<file path="config.mk">
export PLATFORM = sky130hd
export DESIGN_NAME = gct_timer_core
export DESIGN_NICKNAME = d
export VERILOG_FILES = /design/src/gct_prescaler.v /design/src/gct_pin_sync.v /design/src/gct_timer_core.v
export VERILOG_INCLUDE_DIRS = /design/src /design/src/src
export SDC_FILE = /design/constraint.sdc
export NUM_CORES = 1
export LEC_CHECK = 0
export ABC_AREA = 0
export BUFFER_PORTS_ARGS = -buffer_cell sky130_fd_sc_hd__buf_2
export CORE_ASPECT_RATIO = 0.8
export CORE_MARGIN = 3
export CORE_UTILIZATION = 46
export CTS_BUF_LIST = sky130_fd_sc_hd__clkbuf_8
export CTS_CLUSTER_DIAMETER = 100
export DETAILED_ROUTE_END_ITERATION = 7
export PLACE_DENSITY = 0.61
export SETUP_SLACK_MARGIN = 0.2
export SLEW_MARGIN = 20
export SYNTH_ARGS = -nofsm -noshare
export SYNTH_HDL_FRONTEND = slang
export SYNTH_SLANG_ARGS = --single-unit
</file>
<file path="constraint.sdc">
create_clock -name i_core_clk -period 5 [get_ports i_core_clk]
set_clock_uncertainty 0.2 [all_clocks]
set_input_delay 1 -clock i_core_clk [delete_from_list [all_inputs] [get_ports i_core_clk]]
set_output_delay 1 -clock i_core_clk [all_outputs]
set_load 0.02 [all_outputs]
</file>
<file path="src/gct_consts.vh">
// Constants for the general counter/timer block: register addresses,
// field positions, reset values and clock divide counts.
// Assumes an 8-bit special-function register bus with 8-bit addresses.
// Overview of operation
// - Timer1 gate bit adds gate input condition
// - Timer1 counts pin falls or divided clock
// - Timer1 modes: 13, 16, 8-reload, stopped
// - Timer0 gate bit adds gate input condition
// - Timer0 counts pin falls or divided clock
// - Timer0 modes: 13, 16, 8-reload, split
// - Timer2 divide bit: clock/12 or clock
// - Timer2 divide ignored in baud/counter mode
// - Timer1 divide bit: clock/12 or clock
// - Timer0 divide bit: clock/12 or clock
// - Unused divide register bits read zero
// - Timer0/1 counts as low/high byte registers
// - Timer2 counts as low/high byte registers
// - Timer2 counts pin falls when selected
// - Timer2 capture or auto-reload, off when stopped
// - Baud select bits force baud generator mode
// - Timer2 overflow can start a conversion
// - 13-bit rollover sets overflow flag
// - 8-bit overflow sets flag, reloads low from high
// - Split high byte runs on timer1 run
// - Run bit never alters count value
`ifndef GCT_CONSTS_VH
`define GCT_CONSTS_VH

// Register addresses
`define GCT_ADDR_T0_LOW      8'h8a
`define GCT_ADDR_T1_LOW      8'h8b
`define GCT_ADDR_T0_HIGH     8'h8c
`define GCT_ADDR_T1_HIGH     8'h8d
`define GCT_ADDR_CLK_DIV     8'h8e
`define GCT_ADDR_MODE_CFG    8'h89
`define GCT_ADDR_T2_LOW      8'hcc
`define GCT_ADDR_T2_HIGH     8'hcd

// Mode register fields
`define GCT_T1_GATE_BIT      7
`define GCT_T1_CSEL_BIT      6
`define GCT_T1_MODE_HI       5
`define GCT_T1_MODE_LO       4
`define GCT_T0_GATE_BIT      3
`define GCT_T0_CSEL_BIT      2
`define GCT_T0_MODE_HI       1
`define GCT_T0_MODE_LO       0

// Clock divide register fields
`define GCT_T2_DIV_BIT       5
`define GCT_T1_DIV_BIT       4
`define GCT_T0_DIV_BIT       3
`define GCT_CLK_DIV_MASK     8'h38

// Mode encodings
`define GCT_MODE_13BIT       2'h0
`define GCT_MODE_16BIT       2'h1
`define GCT_MODE_RELOAD8     2'h2
`define GCT_MODE_SPLIT       2'h3

// Reset values
`define GCT_RESET_BYTE       8'h00

// Clock divide counts
`define GCT_SLOW_DIVIDE      12
`define GCT_BAUD_DIVIDE      2

`endif

</file>
<file path="src/gct_prescaler.v">
// Divided clock enables for the counter/timers.
// Assumes one system clock; outputs are one-cycle enable pulses.
`include "gct_consts.vh"
`default_nettype none
module gct_prescaler #(
    parameter DIVIDE = `GCT_SLOW_DIVIDE
) (
    // Clock and reset
    input  wire       i_core_clk,
    input  wire       i_reset_n,
    // Enables
    output reg        o_div12_tick,
    output reg        o_div2_tick
);
    reg  [3:0] count;
    wire       wrap = (count == DIVIDE[3:0] - 4'h1);

    always @(posedge i_core_clk) begin
        if (!i_reset_n) begin
            count        <= 4'h0;
            o_div12_tick <= 1'b0;
            o_div2_tick  <= 1'b0;
        end else begin
            count        <= wrap ? 4'h0 : count + 4'h1;
            o_div12_tick <= wrap;
            // Even divide count keeps halves regular
            o_div2_tick  <= count[0];
        end
    end
endmodule
`default_nettype wire

</file>
<file path="src/gct_pin_sync.v">
// Two-flop synchronisers with falling edge detect for external pins.
// Assumes pins are asynchronous and held at least two clocks per level.
`include "gct_consts.vh"
`default_nettype none
module gct_pin_sync #(
    parameter WIDTH = 5
) (
    // Clock and reset
    input  wire             i_core_clk,
    input  wire             i_reset_n,
    // Pins
    input  wire [WIDTH-1:0] i_pin,
    // Synchronised views
    output wire [WIDTH-1:0] o_level,
    output wire [WIDTH-1:0] o_fall
);
    genvar g;
    generate
        for (g = 0; g < WIDTH; g = g + 1) begin : g_bit
            reg meta;
            reg sync;
            reg prev;
            always @(posedge i_core_clk) begin
                if (!i_reset_n) begin
                    meta <= 1'b1;
                    sync <= 1'b1;
                    prev <= 1'b1;
                end else begin
                    meta <= i_pin[g];
                    sync <= meta;
                    prev <= sync;
                end
            end
            // Edge seen only from the second flop onward
            assign o_level[g] = sync;
            assign o_fall[g]  = prev & ~sync;
        end
    endgenerate
endmodule
`default_nettype wire

</file>
<file path="src/gct_timer_core.v">
// Counter/timer core: mode and divide registers, three 16-bit counters.
// Assumes a single-cycle register bus on the system clock; run bits,
// flag clears and timer2 control bits come from neighbouring registers.
`include "gct_consts.vh"
`default_nettype none
module gct_timer_core (
    // Clock and reset
    input  wire       i_core_clk,
    input  wire       i_reset_n,
    // Register bus
    input  wire [7:0] i_sfr_addr,
    input  wire       i_sfr_wr,
    input  wire [7:0] i_sfr_wdata,
    input  wire       i_sfr_rd,
    output reg  [7:0] o_sfr_rdata,
    // Run and control bits held elsewhere
    input  wire       i_timer0_run,
    input  wire       i_timer1_run,
    input  wire       i_timer2_run,
    input  wire       i_timer2_count_select,
    input  wire       i_capture_reload_select,
    input  wire       i_tx_baud_clock_select,
    input  wire       i_rx_baud_clock_select,
    input  wire [15:0] i_timer2_reload,
    // Flag clears from software
    input  wire       i_timer0_overflow_clear,
    input  wire       i_timer1_overflow_clear,
    input  wire       i_timer2_overflow_clear,
    // External pins
    input  wire       i_timer0_count_pin,
    input  wire       i_timer1_count_pin,
    input  wire       i_timer2_count_pin,
    input  wire       i_timer0_gate_enable_input_n,
    input  wire       i_timer1_gate_enable_input_n,
    // Status and events
    output reg        o_timer0_overflow_flag,
    output reg        o_timer1_overflow_flag,
    output reg        o_timer2_overflow_flag,
    output reg        o_timer1_overflow_pulse,
    output reg        o_timer2_baud_tick,
    output reg        o_adc_start
);
    // Registers
    reg  [7:0] timer01_mode_config;
    reg  [7:0] timer_clock_divide;
    reg  [7:0] timer0_count_low;
    reg  [7:0] timer0_count_high;
    reg  [7:0] timer1_count_low;
    reg  [7:0] timer1_count_high;
    reg  [7:0] timer2_count_low;
    reg  [7:0] timer2_count_high;

    wire       div12_tick;
    wire       div2_tick;
    wire [4:0] pin_level;
    wire [4:0] pin_fall;

    gct_prescaler #(
        .DIVIDE (`GCT_SLOW_DIVIDE)
    ) u_prescaler (
        .i_core_clk   (i_core_clk),
        .i_reset_n    (i_reset_n),
        .o_div12_tick (div12_tick),
        .o_div2_tick  (div2_tick)
    );

    gct_pin_sync #(
        .WIDTH (5)
    ) u_pin_sync (
        .i_core_clk (i_core_clk),
        .i_reset_n  (i_reset_n),
        .i_pin      ({i_timer1_gate_enable_input_n, i_timer0_gate_enable_input_n, i_timer2_count_pin,
                      i_timer1_count_pin, i_timer0_count_pin}),
        .o_level    (pin_level),
        .o_fall     (pin_fall)
    );

    // Mode register fields
    wire       timer1_gate_enable   = timer01_mode_config[`GCT_T1_GATE_BIT];
    wire       timer1_count_select  = timer01_mode_config[`GCT_T1_CSEL_BIT];
    wire [1:0] timer1_mode_field    = timer01_mode_config[`GCT_T1_MODE_HI:`GCT_T1_MODE_LO];
    wire       timer0_gate_enable   = timer01_mode_config[`GCT_T0_GATE_BIT];
    wire       timer0_count_select  = timer01_mode_config[`GCT_T0_CSEL_BIT];
    wire [1:0] timer0_mode_field    = timer01_mode_config[`GCT_T0_MODE_HI:`GCT_T0_MODE_LO];
    wire       timer2_clock_divide  = timer_clock_divide[`GCT_T2_DIV_BIT];
    wire       timer1_clock_divide  = timer_clock_divide[`GCT_T1_DIV_BIT];
    wire       timer0_clock_divide  = timer_clock_divide[`GCT_T0_DIV_BIT];
    wire       timer0_split         = (timer0_mode_field == `GCT_MODE_SPLIT);

    // Time bases
    wire t0_base = timer0_clock_divide ? 1'b1 : div12_tick;
    wire t1_base = timer1_clock_divide ? 1'b1 : div12_tick;

    // Enables; gate inputs enable while high
    wire t0_enable = i_timer0_run & (~timer0_gate_enable | pin_level[3]);
    wire t1_enable = i_timer1_run & (~timer1_gate_enable | pin_level[4]);

    wire t0_tick = t0_enable & (timer0_count_select ? pin_fall[0] : t0_base);
    // Split timer0 takes timer1's pin and flag away
    wire t1_src  = (timer1_count_select & ~timer0_split) ? pin_fall[1] : t1_base;
    wire t1_tick = t1_enable & t1_src & (timer1_mode_field != `GCT_MODE_SPLIT);
    // Split high byte: timer0 time base only, under timer1 run
    wire th0_tick = timer0_split & i_timer1_run & t0_base;

    // Timer2 mode
    wire t2_baud  = i_tx_baud_clock_select | i_rx_baud_clock_select;
    wire t2_reload_mode = t2_baud | ~i_capture_reload_select;
    // Divide select bypassed for pin or baud counting
    wire t2_base  = i_timer2_count_select ? pin_fall[2] :
                    t2_baud ? div2_tick :
                    (timer2_clock_divide ? 1'b1 : div12_tick);
    wire t2_tick  = i_timer2_run & t2_base;

    // One count step: {overflow, high, low}
    function [16:0] step;
        input [1:0] mode;
        input [7:0] low;
        input [7:0] high;
        reg   [12:0] c13;
        begin
            c13 = {high, low[4:0]} + 13'h0001;
            case (mode)
                `GCT_MODE_13BIT:
                    step = {(c13 == 13'h0000), c13[12:5], low[7:5], c13[4:0]};
                `GCT_MODE_16BIT:
                    step = {({high, low} == 16'hffff), {high, low} + 16'h0001};
                `GCT_MODE_RELOAD8:
                    step = (low == 8'hff) ? {1'b1, high, high} : {1'b0, high, low + 8'h01};
                default:
                    step = {(low == 8'hff), high, low + 8'h01};
            endcase
        end
    endfunction

    wire [16:0] t0_next  = step(timer0_mode_field, timer0_count_low, timer0_count_high);
    wire [16:0] t1_next  = step(timer1_mode_field, timer1_count_low, timer1_count_high);
    wire [16:0] t2_sum   = {1'b0, timer2_count_high, timer2_count_low} + 17'h00001;
    wire        t0_ovf   = t0_tick & t0_next[16];
    wire        t1_ovf   = t1_tick & t1_next[16];
    wire        th0_ovf  = th0_tick & (timer0_count_high == 8'hff);
    wire        t2_ovf   = t2_tick & t2_sum[16];

    // Bus write strobes
    wire wr_mode = i_sfr_wr & (i_sfr_addr == `GCT_ADDR_MODE_CFG);
    wire wr_div  = i_sfr_wr & (i_sfr_addr == `GCT_ADDR_CLK_DIV);
    wire wr_t0l  = i_sfr_wr & (i_sfr_addr == `GCT_ADDR_T0_LOW);
    wire wr_t0h  = i_sfr_wr & (i_sfr_addr == `GCT_ADDR_T0_HIGH);
    wire wr_t1l  = i_sfr_wr & (i_sfr_addr == `GCT_ADDR_T1_LOW);
    wire wr_t1h  = i_sfr_wr & (i_sfr_addr == `GCT_ADDR_T1_HIGH);
    wire wr_t2l  = i_sfr_wr & (i_sfr_addr == `GCT_ADDR_T2_LOW);
    wire wr_t2h  = i_sfr_wr & (i_sfr_addr == `GCT_ADDR_T2_HIGH);

    // Configuration registers
    always @(posedge i_core_clk) begin
        if (!i_reset_n) begin
            timer01_mode_config <= `GCT_RESET_BYTE;
            timer_clock_divide  <= `GCT_RESET_BYTE;
        end else begin
            if (wr_mode) begin
                timer01_mode_config <= i_sfr_wdata;
            end
            if (wr_div) begin
                timer_clock_divide <= i_sfr_wdata & `GCT_CLK_DIV_MASK;
            end
        end
    end

    // Count registers; a bus write beats a count in the same cycle.
    // Run bits only gate ticks, never touch the count.
    always @(posedge i_core_clk) begin
        if (!i_reset_n) begin
            timer0_count_low  <= `GCT_RESET_BYTE;
            timer0_count_high <= `GCT_RESET_BYTE;
            timer1_count_low  <= `GCT_RESET_BYTE;
            timer1_count_high <= `GCT_RESET_BYTE;
            timer2_count_low  <= `GCT_RESET_BYTE;
            timer2_count_high <= `GCT_RESET_BYTE;
        end else begin
            if (wr_t0l) begin
                timer0_count_low <= i_sfr_wdata;
            end else if (t0_tick) begin
                timer0_count_low <= t0_next[7:0];
            end
            if (wr_t0h) begin
                timer0_count_high <= i_sfr_wdata;
            end else if (th0_tick) begin
                timer0_count_high <= timer0_count_high + 8'h01;
            end else if (t0_tick & ~timer0_split) begin
                timer0_count_high <= t0_next[15:8];
            end
            if (wr_t1l) begin
                timer1_count_low <= i_sfr_wdata;
            end else if (t1_tick) begin
                timer1_count_low <= t1_next[7:0];
            end
            if (wr_t1h) begin
                timer1_count_high <= i_sfr_wdata;
            end else if (t1_tick) begin
                timer1_count_high <= t1_next[15:8];
            end
            if (wr_t2l) begin
                timer2_count_low <= i_sfr_wdata;
            end else if (t2_ovf & t2_reload_mode) begin
                timer2_count_low <= i_timer2_reload[7:0];
            end else if (t2_tick) begin
                timer2_count_low <= t2_sum[7:0];
            end
            if (wr_t2h) begin
                timer2_count_high <= i_sfr_wdata;
            end else if (t2_ovf & t2_reload_mode) begin
                timer2_count_high <= i_timer2_reload[15:8];
            end else if (t2_tick) begin
                timer2_count_high <= t2_sum[15:8];
            end
        end
    end

    // Sticky flags; a set in the clearing cycle wins
    always @(posedge i_core_clk) begin
        if (!i_reset_n) begin
            o_timer0_overflow_flag  <= 1'b0;
            o_timer1_overflow_flag  <= 1'b0;
            o_timer2_overflow_flag  <= 1'b0;
            o_timer1_overflow_pulse <= 1'b0;
            o_timer2_baud_tick      <= 1'b0;
            o_adc_start             <= 1'b0;
        end else begin
            o_timer0_overflow_flag <= t0_ovf |
                                      (o_timer0_overflow_flag & ~i_timer0_overflow_clear);
            // In split mode only the high byte owns timer1's flag
            o_timer1_overflow_flag <= (timer0_split ? th0_ovf : t1_ovf) |
                                      (o_timer1_overflow_flag & ~i_timer1_overflow_clear);
            o_timer2_overflow_flag <= (t2_ovf & ~t2_baud) |
                                      (o_timer2_overflow_flag & ~i_timer2_overflow_clear);
            // Timer1 overflow still feeds baud logic in split mode
            o_timer1_overflow_pulse <= t1_ovf;
            o_timer2_baud_tick      <= t2_ovf & t2_baud;
            o_adc_start             <= t2_ovf;
        end
    end

    // Read data, registered; unmapped addresses read zero
    always @(posedge i_core_clk) begin
        if (!i_reset_n) begin
            o_sfr_rdata <= 8'h00;
        end else if (i_sfr_rd) begin
            case (i_sfr_addr)
                `GCT_ADDR_MODE_CFG: o_sfr_rdata <= timer01_mode_config;
                `GCT_ADDR_CLK_DIV:  o_sfr_rdata <= timer_clock_divide & `GCT_CLK_DIV_MASK;
                `GCT_ADDR_T0_LOW:   o_sfr_rdata <= timer0_count_low;
                `GCT_ADDR_T0_HIGH:  o_sfr_rdata <= timer0_count_high;
                `GCT_ADDR_T1_LOW:   o_sfr_rdata <= timer1_count_low;
                `GCT_ADDR_T1_HIGH:  o_sfr_rdata <= timer1_count_high;
                `GCT_ADDR_T2_LOW:   o_sfr_rdata <= timer2_count_low;
                `GCT_ADDR_T2_HIGH:  o_sfr_rdata <= timer2_count_high;
                default:            o_sfr_rdata <= 8'h00;
            endcase
        end
    end
endmodule
`default_nettype wire

</file>
==> flow_summary.html, run 1 <==
<table>
<tr><th>Metric</th><th>Value</th></tr>
<tr><th colspan="2">Layout</th></tr>
<tr><td>NumNets Final</td><td>880</td></tr>
<tr><td>Fraction of final layout cells with drive strength greater than 1</td><td>0.144</td></tr>
<tr><td>Area occupied by multi-input gates</td><td>4000 µm²</td></tr>
<tr><td>Reg area</td><td>1840 µm²</td></tr>
<tr><td>Area growth from synthesis to layout</td><td>8.05%</td></tr>
<tr><td>Non-filler cells in the finished layout</td><td>1002</td></tr>
<tr><td>Antenna diode instance count</td><td>0</td></tr>
<tr><td>Post-Route Utilization</td><td>0.514</td></tr>
<tr><td>Filler cells</td><td>1301</td></tr>
<tr><th colspan="2">Clock tree</th></tr>
<tr><td>Number of clock buffers inserted by TritonCTS</td><td>9</td></tr>
<tr><td>CTS tree</td><td>built</td></tr>
<tr><td>Clock transition at path regs</td><td>100 ps</td></tr>
<tr><td>Hold-fix buffers at CTS</td><td>0</td></tr>
<tr><td>CTS Buffer Depth</td><td>2</td></tr>
<tr><td>Clock insertion delay at the later pin of the skew report</td><td>390 ps</td></tr>
<tr><td>Buffers inserted during post-CTS setup optimization</td><td>0</td></tr>
<tr><td>Post-cts gate resize count</td><td>0</td></tr>
<tr><td>Root Driver</td><td>clkbuf_8</td></tr>
<tr><td>H-tree Lvls</td><td>3</td></tr>
<tr><td>Clock sink count</td><td>92</td></tr>
<tr><th colspan="2">Die</th></tr>
<tr><td>Std cell rows</td><td>37</td></tr>
<tr><td>Chip height</td><td>110 µm</td></tr>
<tr><td>Initial standard-cell utilization of the core</td><td>0.476</td></tr>
<tr><td>Die width</td><td>135 µm</td></tr>
<tr><td>Core box area</td><td>13000 µm²</td></tr>
<tr><td>Die Footprint</td><td>14800 µm²</td></tr>
<tr><td>Ports placed on the boundary</td><td>65</td></tr>
<tr><th colspan="2">Worst setup path</th></tr>
<tr><td>Critical path cell sequence</td><td>buf_2, nor4b_4, and2_1, and3_1, nor2_1, a22oi_1, o32ai_1</td></tr>
<tr><td>Setup Crit Path Kind</td><td>primary input to flip-flop</td></tr>
<tr><td>Critical path's top delay family</td><td>simple AND/OR/NAND/NOR gates</td></tr>
<tr><td>Critical Path Fanout Max</td><td>15</td></tr>
<tr><td>Register-to-register setup slack</td><td>2160 ps</td></tr>
<tr><td>Data required time at the worst endpoint</td><td>5060 ps</td></tr>
<tr><td>CP endpoint kind</td><td>flip-flop</td></tr>
<tr><td>Worst reg2reg path depth</td><td>7</td></tr>
<tr><td>Crit-path max cell delay</td><td>540 ps</td></tr>
<tr><td>Startpoint of the worst-slack reg-to-reg timing path</td><td>timer0_count_low[0]</td></tr>
<tr><td>Kind of start point of the critical path</td><td>primary input</td></tr>
<tr><td>Number of buffer and inverter stages on the critical path</td><td>1</td></tr>
<tr><td>Worst EP arrival</td><td>3100 ps</td></tr>
<tr><td>Master of the slowest instance on the critical path</td><td>and2_1</td></tr>
<tr><td>Endpoint of the lowest-slack register-to-register path</td><td>timer0_count_high[6]</td></tr>
<tr><th colspan="2">Hold path</th></tr>
<tr><td>Hold Path Stages</td><td>1</td></tr>
<tr><td>Hold Crit Start</td><td>u_pin_sync.g_bit[1].meta</td></tr>
<tr><td>Endpoint with the worst hold slack</td><td>u_pin_sync.g_bit[1].sync</td></tr>
<tr><td>Worst min path class</td><td>flip-flop to flip-flop</td></tr>
<tr><th colspan="2">STA</th></tr>
<tr><td>Hold Vio Cnt, Final</td><td>0</td></tr>
<tr><td>Final clock period utilization by the worst path</td><td>0.608</td></tr>
<tr><td>Total Neg Setup Slack</td><td>0 ps</td></tr>
<tr><td>Unrepaired setup endpoints after global routing</td><td>false</td></tr>
<tr><td>Worst hold slack</td><td>217 ps</td></tr>
<tr><td>Max Slew Vio Count</td><td>0</td></tr>
<tr><td>Final setup viols</td><td>0</td></tr>
<tr><td>Final min period</td><td>3040 ps</td></tr>
<tr><td>Fmax achieved</td><td>329 MHz</td></tr>
<tr><td>Slew at the pin with the worst max-slew slack</td><td>957 ps</td></tr>
<tr><td>Remaining max-slew budget at the tightest pin</td><td>0.360</td></tr>
<tr><th colspan="2">Detailed routing</th></tr>
<tr><td>Final routed wirelength across all metal layers</td><td>21000 µm</td></tr>
<tr><td>Remaining number of nets flagged by the antenna check after routing</td><td>0</td></tr>
<tr><td>Iter 0 DRT Violations</td><td>711</td></tr>
<tr><td>Detailed-route vias per instance</td><td>6.48</td></tr>
<tr><td>Total number of vias</td><td>6491</td></tr>
<tr><td>Drc violations</td><td>0</td></tr>
<tr><td>Detail-routed net length per standard cell</td><td>21.0 µm</td></tr>
<tr><td>Number of search-and-repair iterations in the first detailed-routing pass</td><td>5</td></tr>
<tr><th colspan="2">Pwr</th></tr>
<tr><td>LEAKAGE</td><td>0.00232 µW</td></tr>
<tr><td>Power Dens Cells</td><td>208 nW/µm²</td></tr>
<tr><td>Total design power</td><td>1390 µW</td></tr>
<tr><td>Worst IR drop on VDD</td><td>0.172 mV</td></tr>
<tr><th colspan="2">Place</th></tr>
<tr><td>Count of input and output buffers</td><td>64</td></tr>
<tr><td>Placed Instances</td><td>986</td></tr>
<tr><td>Routability-driven placement congestion ratio</td><td>0.953</td></tr>
<tr><td>Post-DP HPWL</td><td>15000 µm</td></tr>
<tr><th colspan="2">Yosys</th></tr>
<tr><td>Most frequently used cell type in the post-synthesis netlist</td><td>nand2_1</td></tr>
<tr><td>Ys async rst share</td><td>0</td></tr>
<tr><td>Post-Syn Instances</td><td>806</td></tr>
<tr><td>Prevailing post-synth register cell</td><td>dfxtp_1</td></tr>
<tr><td>Synthesis warning total</td><td>0</td></tr>
<tr><td>Area share of the leading cell type in the synthesized netlist</td><td>0.299</td></tr>
<tr><td>Number of distinct library cells after synthesis</td><td>80</td></tr>
<tr><td>Synthesized area</td><td>6170 µm²</td></tr>
<tr><td>Count of flip-flops with a built-in enable after synthesis</td><td>0</td></tr>
<tr><td>Register area share after synthesis</td><td>0.299</td></tr>
<tr><td>Post-synth top area cell</td><td>dfxtp_1</td></tr>
<tr><td>Number of synthesized register bits</td><td>92</td></tr>
<tr><td>Top post-synthesis cells by area</td><td>dfxtp_1 (30%), nand2_1 (6.0%), o21ai_0 (5.2%), a21oi_1 (4.3%), nand3_1 (3.5%)</td></tr>
<tr><td>Syn_area_per_cell</td><td>7.65 µm²</td></tr>
<tr><td>Number of nets produced by synthesis</td><td>864</td></tr>
<tr><td>Commonest cells post-synth</td><td>nand2_1 (98), dfxtp_1 (92), o21ai_0 (64)</td></tr>
<tr><th colspan="2">Global route</th></tr>
<tr><td>Maximum number of pins on one net before global-route repair</td><td>39</td></tr>
<tr><td>Overflow left after global routing</td><td>0</td></tr>
<tr><td>Total routing usage reported by global routing</td><td>0.288</td></tr>
<tr><td>Wire length of the first global-routing pass</td><td>33100 µm</td></tr>
<tr><td>Number of antenna violations at the first check in global routing</td><td>1</td></tr>
<tr><td>Number of global-route vias before repair</td><td>5964</td></tr>
<tr><th colspan="2">Status</th></tr>
<tr><td>Outcome</td><td>finished, final reports clean</td></tr>
<tr><th colspan="2">Flow run</th></tr>
<tr><td>Maximum Capacitance Violations</td><td>0</td></tr>
</table>
[layer usage]
| layer | routed length [µm] | global-route usage |
|---|---|---|
| met5 | 7 | 0 |
| met4 | 618 | 0.104 |
| met1 | 9650 | 0.413 |
| met2 | 8960 | 0.432 |
| met3 | 1810 | 0.0531 |
[area by class of cell]
class                   instances  share of cell area
multi-input cells             636               0.600
flip-flops and latches         92               0.276
repair buffers                 67              0.0514
well taps                     175              0.0329
clock buffers                   9              0.0186
clock inverters                 7              0.0120
inverters                      16             0.00901
[flip-flops by register name, summed over array words and instances (netlist names), 4 cells and up]
| signal | count |
|---|---|
| timer1_count_high | 8 |
| timer2_count_high | 8 |
| timer01_mode_config | 8 |
| timer1_count_low | 8 |
| u_pin_sync.g_bit.sync | 5 |
| timer2_count_low | 8 |
| timer0_count_low | 8 |
| u_prescaler.count | 4 |
| o_sfr_rdata | 8 |
| timer0_count_high | 8 |
| u_pin_sync.g_bit.meta | 5 |
[through the flow]
stage	worst slack, ps	area (µm²)
after detailed placement	1620	6460
final	1960	6670
after global routing	1810	6670
after global placement	1700	6460
after CTS	1970	6660
after floorplan	2270	6170
[power by group]
group	total [µW]	internal [µW]	switching, µW
combinational	112	39.8	71.8
sequential	752	742	10.1
clock	522	198	324
[layout by cell type (no fill, tap or decap), types with 19 or more instances in the layout]
master	count
nand4_1	21
nor3_1	19
nor2_1	55
dfxtp_1	92
nand3_1	43
o21ai_0	64
a21oi_1	53
nand2_1	98
buf_2	64
xnor2_1	20
[worst register-to-register path, delay by kind of cell, from the launching register on]
kind	cells	cell delay [ps]
adder cells (fa/ha/maj)	1	420
AND/OR/NAND/NOR	3	970
flip-flops	1	560
AO/OA/AOI/OAI	3	600
[cells by family (layout without fill, tap and decap cells)]
logic type      count (synthesis)  in the layout  synth area share
compound gates                238            238             0.256
flops                          92             92             0.299
xor+xnor                       33             33            0.0469
simple gates                  340            340             0.290
buf+inv                        78             99            0.0550
fa+ha+maj                       7              7            0.0142
mux                            18             18            0.0387
[how the worst max path moves through the flow]
stage	slack, ps	cells after the start	endpoint	startpoint
final	1960	7	timer0_count_high[5]	i_sfr_addr[6]
after global routing	1810	7	timer0_count_low[4]	i_sfr_addr[6]
after CTS	1970	6	timer1_count_low[2]	timer01_mode_config[1]
after detailed placement	1620	7	timer0_count_high[5]	i_sfr_addr[6]
after global placement	1700	7	timer0_count_low[4]	i_sfr_addr[6]
after floorplan	2270	8	timer_clock_divide[3]	i_sfr_addr[6]
Note: power is estimated with default switching activity, not from simulation.
==> run 2: changes to the inputs <==
clock period = 3 ns   (was 5 ns; I/O delays follow)
==> run 2 against run 1 <==
Non-clock buffer count grew 26. Hold slack got worse by 33 ps. Critical endpoint is now timer1_count_high[4]. Register-to-register slack lost 1700 ps. Largest cell class unchanged. Sequential cell count did not move. Combinational power rose by 75%. Setup slack got worse by 1500 ps.
==> flow_summary.html, run 2 (synthesis results as in run 1) <==
<table>
<tr><th>Metric</th><th>Value</th></tr>
<tr><th colspan="2">Die</th></tr>
<tr><td>Ports placed on the boundary</td><td>65</td></tr>
<tr><td>Core box area</td><td>13000 µm²</td></tr>
<tr><td>Std cell rows</td><td>37</td></tr>
<tr><td>Die Footprint</td><td>14800 µm²</td></tr>
<tr><td>Die width</td><td>135 µm</td></tr>
<tr><td>Initial standard-cell utilization of the core</td><td>0.476</td></tr>
<tr><td>Chip height</td><td>110 µm</td></tr>
<tr><th colspan="2">Detailed routing</th></tr>
<tr><td>Drc violations</td><td>0</td></tr>
<tr><td>Final routed wirelength across all metal layers</td><td>21800 µm</td></tr>
<tr><td>Number of search-and-repair iterations in the first detailed-routing pass</td><td>5</td></tr>
<tr><td>Detail-routed net length per standard cell</td><td>21.2 µm</td></tr>
<tr><td>Total number of vias</td><td>6614</td></tr>
<tr><td>Detailed-route vias per instance</td><td>6.43</td></tr>
<tr><td>Remaining number of nets flagged by the antenna check after routing</td><td>0</td></tr>
<tr><td>Iter 0 DRT Violations</td><td>765</td></tr>
<tr><th colspan="2">Pwr</th></tr>
<tr><td>Total design power</td><td>2320 µW</td></tr>
<tr><td>Worst IR drop on VDD</td><td>0.281 mV</td></tr>
<tr><td>Power Dens Cells</td><td>339 nW/µm²</td></tr>
<tr><td>LEAKAGE</td><td>0.00245 µW</td></tr>
<tr><th colspan="2">Clock tree</th></tr>
<tr><td>Clock sink count</td><td>92</td></tr>
<tr><td>Post-cts gate resize count</td><td>0</td></tr>
<tr><td>Clock transition at path regs</td><td>110 ps</td></tr>
<tr><td>CTS Buffer Depth</td><td>2</td></tr>
<tr><td>Buffers inserted during post-CTS setup optimization</td><td>0</td></tr>
<tr><td>Clock insertion delay at the later pin of the skew report</td><td>390 ps</td></tr>
<tr><td>Number of clock buffers inserted by TritonCTS</td><td>9</td></tr>
<tr><td>CTS tree</td><td>built</td></tr>
<tr><td>Root Driver</td><td>clkbuf_8</td></tr>
<tr><td>H-tree Lvls</td><td>3</td></tr>
<tr><td>Hold-fix buffers at CTS</td><td>0</td></tr>
<tr><th colspan="2">Worst setup path</th></tr>
<tr><td>Register-to-register setup slack</td><td>450 ps</td></tr>
<tr><td>Master of the slowest instance on the critical path</td><td>dfxtp_1</td></tr>
<tr><td>Crit-path max cell delay</td><td>450 ps</td></tr>
<tr><td>Kind of start point of the critical path</td><td>flip-flop</td></tr>
<tr><td>Critical path cell sequence</td><td>ha_1, and4_2, nand3_1, a2111oi_4, nand3_1, xnor2_1, a21oi_1</td></tr>
<tr><td>Setup Crit Path Kind</td><td>flip-flop to flip-flop</td></tr>
<tr><td>Most used cell along the critical path</td><td>nand3_1</td></tr>
<tr><td>Data required time at the worst endpoint</td><td>3060 ps</td></tr>
<tr><td>Critical Path Fanout Max</td><td>9</td></tr>
<tr><td>Worst EP arrival</td><td>2610 ps</td></tr>
<tr><td>CP endpoint kind</td><td>flip-flop</td></tr>
<tr><th colspan="2">Global route</th></tr>
<tr><td>Total routing usage reported by global routing</td><td>0.299</td></tr>
<tr><td>Wire length of the first global-routing pass</td><td>34400 µm</td></tr>
<tr><td>Maximum number of pins on one net before global-route repair</td><td>35</td></tr>
<tr><td>Number of antenna violations at the first check in global routing</td><td>0</td></tr>
<tr><td>Number of global-route vias before repair</td><td>6044</td></tr>
<tr><td>Overflow left after global routing</td><td>0</td></tr>
<tr><th colspan="2">STA</th></tr>
<tr><td>Final clock period utilization by the worst path</td><td>0.849</td></tr>
<tr><td>Final min period</td><td>2550 ps</td></tr>
<tr><td>Final setup viols</td><td>0</td></tr>
<tr><td>Hold Vio Cnt, Final</td><td>0</td></tr>
<tr><td>Max Slew Vio Count</td><td>0</td></tr>
<tr><td>Slew at the pin with the worst max-slew slack</td><td>718 ps</td></tr>
<tr><td>Remaining max-slew budget at the tightest pin</td><td>0.519</td></tr>
<tr><td>Unrepaired setup endpoints after global routing</td><td>false</td></tr>
<tr><td>Total Neg Setup Slack</td><td>0 ps</td></tr>
<tr><td>Fmax achieved</td><td>393 MHz</td></tr>
<tr><th colspan="2">Layout</th></tr>
<tr><td>Most common cell after layout, fill and taps aside</td><td>nand2_1</td></tr>
<tr><td>Antenna diode instance count</td><td>0</td></tr>
<tr><td>Filler cells</td><td>1290</td></tr>
<tr><td>NumNets Final</td><td>906</td></tr>
<tr><td>Most frequent cells in the layout</td><td>nand2_1 (98), dfxtp_1 (92), o21ai_0 (64), buf_2 (64), nor2_1 (55)</td></tr>
<tr><td>Fraction of final layout cells with drive strength greater than 1</td><td>0.169</td></tr>
<tr><td>Area growth from synthesis to layout</td><td>11.1%</td></tr>
<tr><td>Post-Route Utilization</td><td>0.529</td></tr>
<tr><th colspan="2">Status</th></tr>
<tr><td>Outcome</td><td>finished, final reports clean</td></tr>
<tr><th colspan="2">Hold path</th></tr>
<tr><td>Worst min path class</td><td>primary input to flip-flop</td></tr>
<tr><th colspan="2">Place</th></tr>
<tr><td>Count of input and output buffers</td><td>64</td></tr>
<tr><td>Post-DP HPWL</td><td>15900 µm</td></tr>
<tr><td>Routability-driven placement congestion ratio</td><td>0.999</td></tr>
<tr><th colspan="2">Flow run</th></tr>
<tr><td>Maximum Capacitance Violations</td><td>0</td></tr>
</table>
-- run 2: changes by cell type in the layout (fill, tap and decap cells not counted), sizes merged --
cell	change
inv	+2
buf	+26
clkinv	-2
-- run 2: final timing paths --
kind / from / endpoint / cells after the start
max: timer1_count_low[1] / timer1_count_high[4] / 7
min: i_timer0_count_pin / u_pin_sync.g_bit[0].meta / 2
max reg2reg: timer1_count_low[1] / timer1_count_high[4] / 7
min reg2reg: u_pin_sync.g_bit[3].meta / u_pin_sync.g_bit[3].sync / 1
-- run 2: area by class of cell --
type                            count  area, µm²  share of cell area
Multi-Input combinational cell    636       3990               0.582
Clock buffer                        9        124              0.0181
Inverter                           16       60.1             0.00876
Sequential cell                    92       1840               0.269
Clock inverter                      7       80.1              0.0117
Tap cell                          175        219              0.0319
Timing Repair Buffer               93        538              0.0785
-- run 2: where the power goes --
part | internal, µW | leakage (µW) | switching (µW)
logic | 70.8 | 0.00161 | 125
registers | 1240 | 0.000745 | 16.8
clock network | 333 | 0.0000998 | 539
-- run 2: layer usage --
| layer | track usage | vias to the layer above | part of all wire |
|---|---|---|---|
| li1 | - | 3071 | - |
| met5 | 0 | - | 0 |
| met1 | 0.434 | 3118 | 0.45 |
| met2 | 0.426 | 378 | 0.41 |
| met4 | 0.115 | 0 | 0.032 |
| met3 | 0.0732 | 47 | 0.10 |
-- run 2: metrics by stage --
step	std cells	cell area, µm²	setup WS [ps]	hold slack [ps]
6_report	1028	6860	453	184
5_1_grt	1028	6860	250	175
3_3_place_gp	1012	6650	315	187
2_1_floorplan	806	6170	669	186
4_1_cts	1028	6860	495	163
3_5_place_dp	1012	6650	198	197
-- run 2: worst max-delay path: cells and delay by family, from the launching register on --
kind | cells | cell delay (ps)
adder cells (fa/ha/maj) | 1 | 390
XOR/XNOR | 1 | 200
flip-flops | 1 | 450
AND/OR/NAND/NOR | 3 | 630
AO/OA/AOI/OAI | 2 | 540
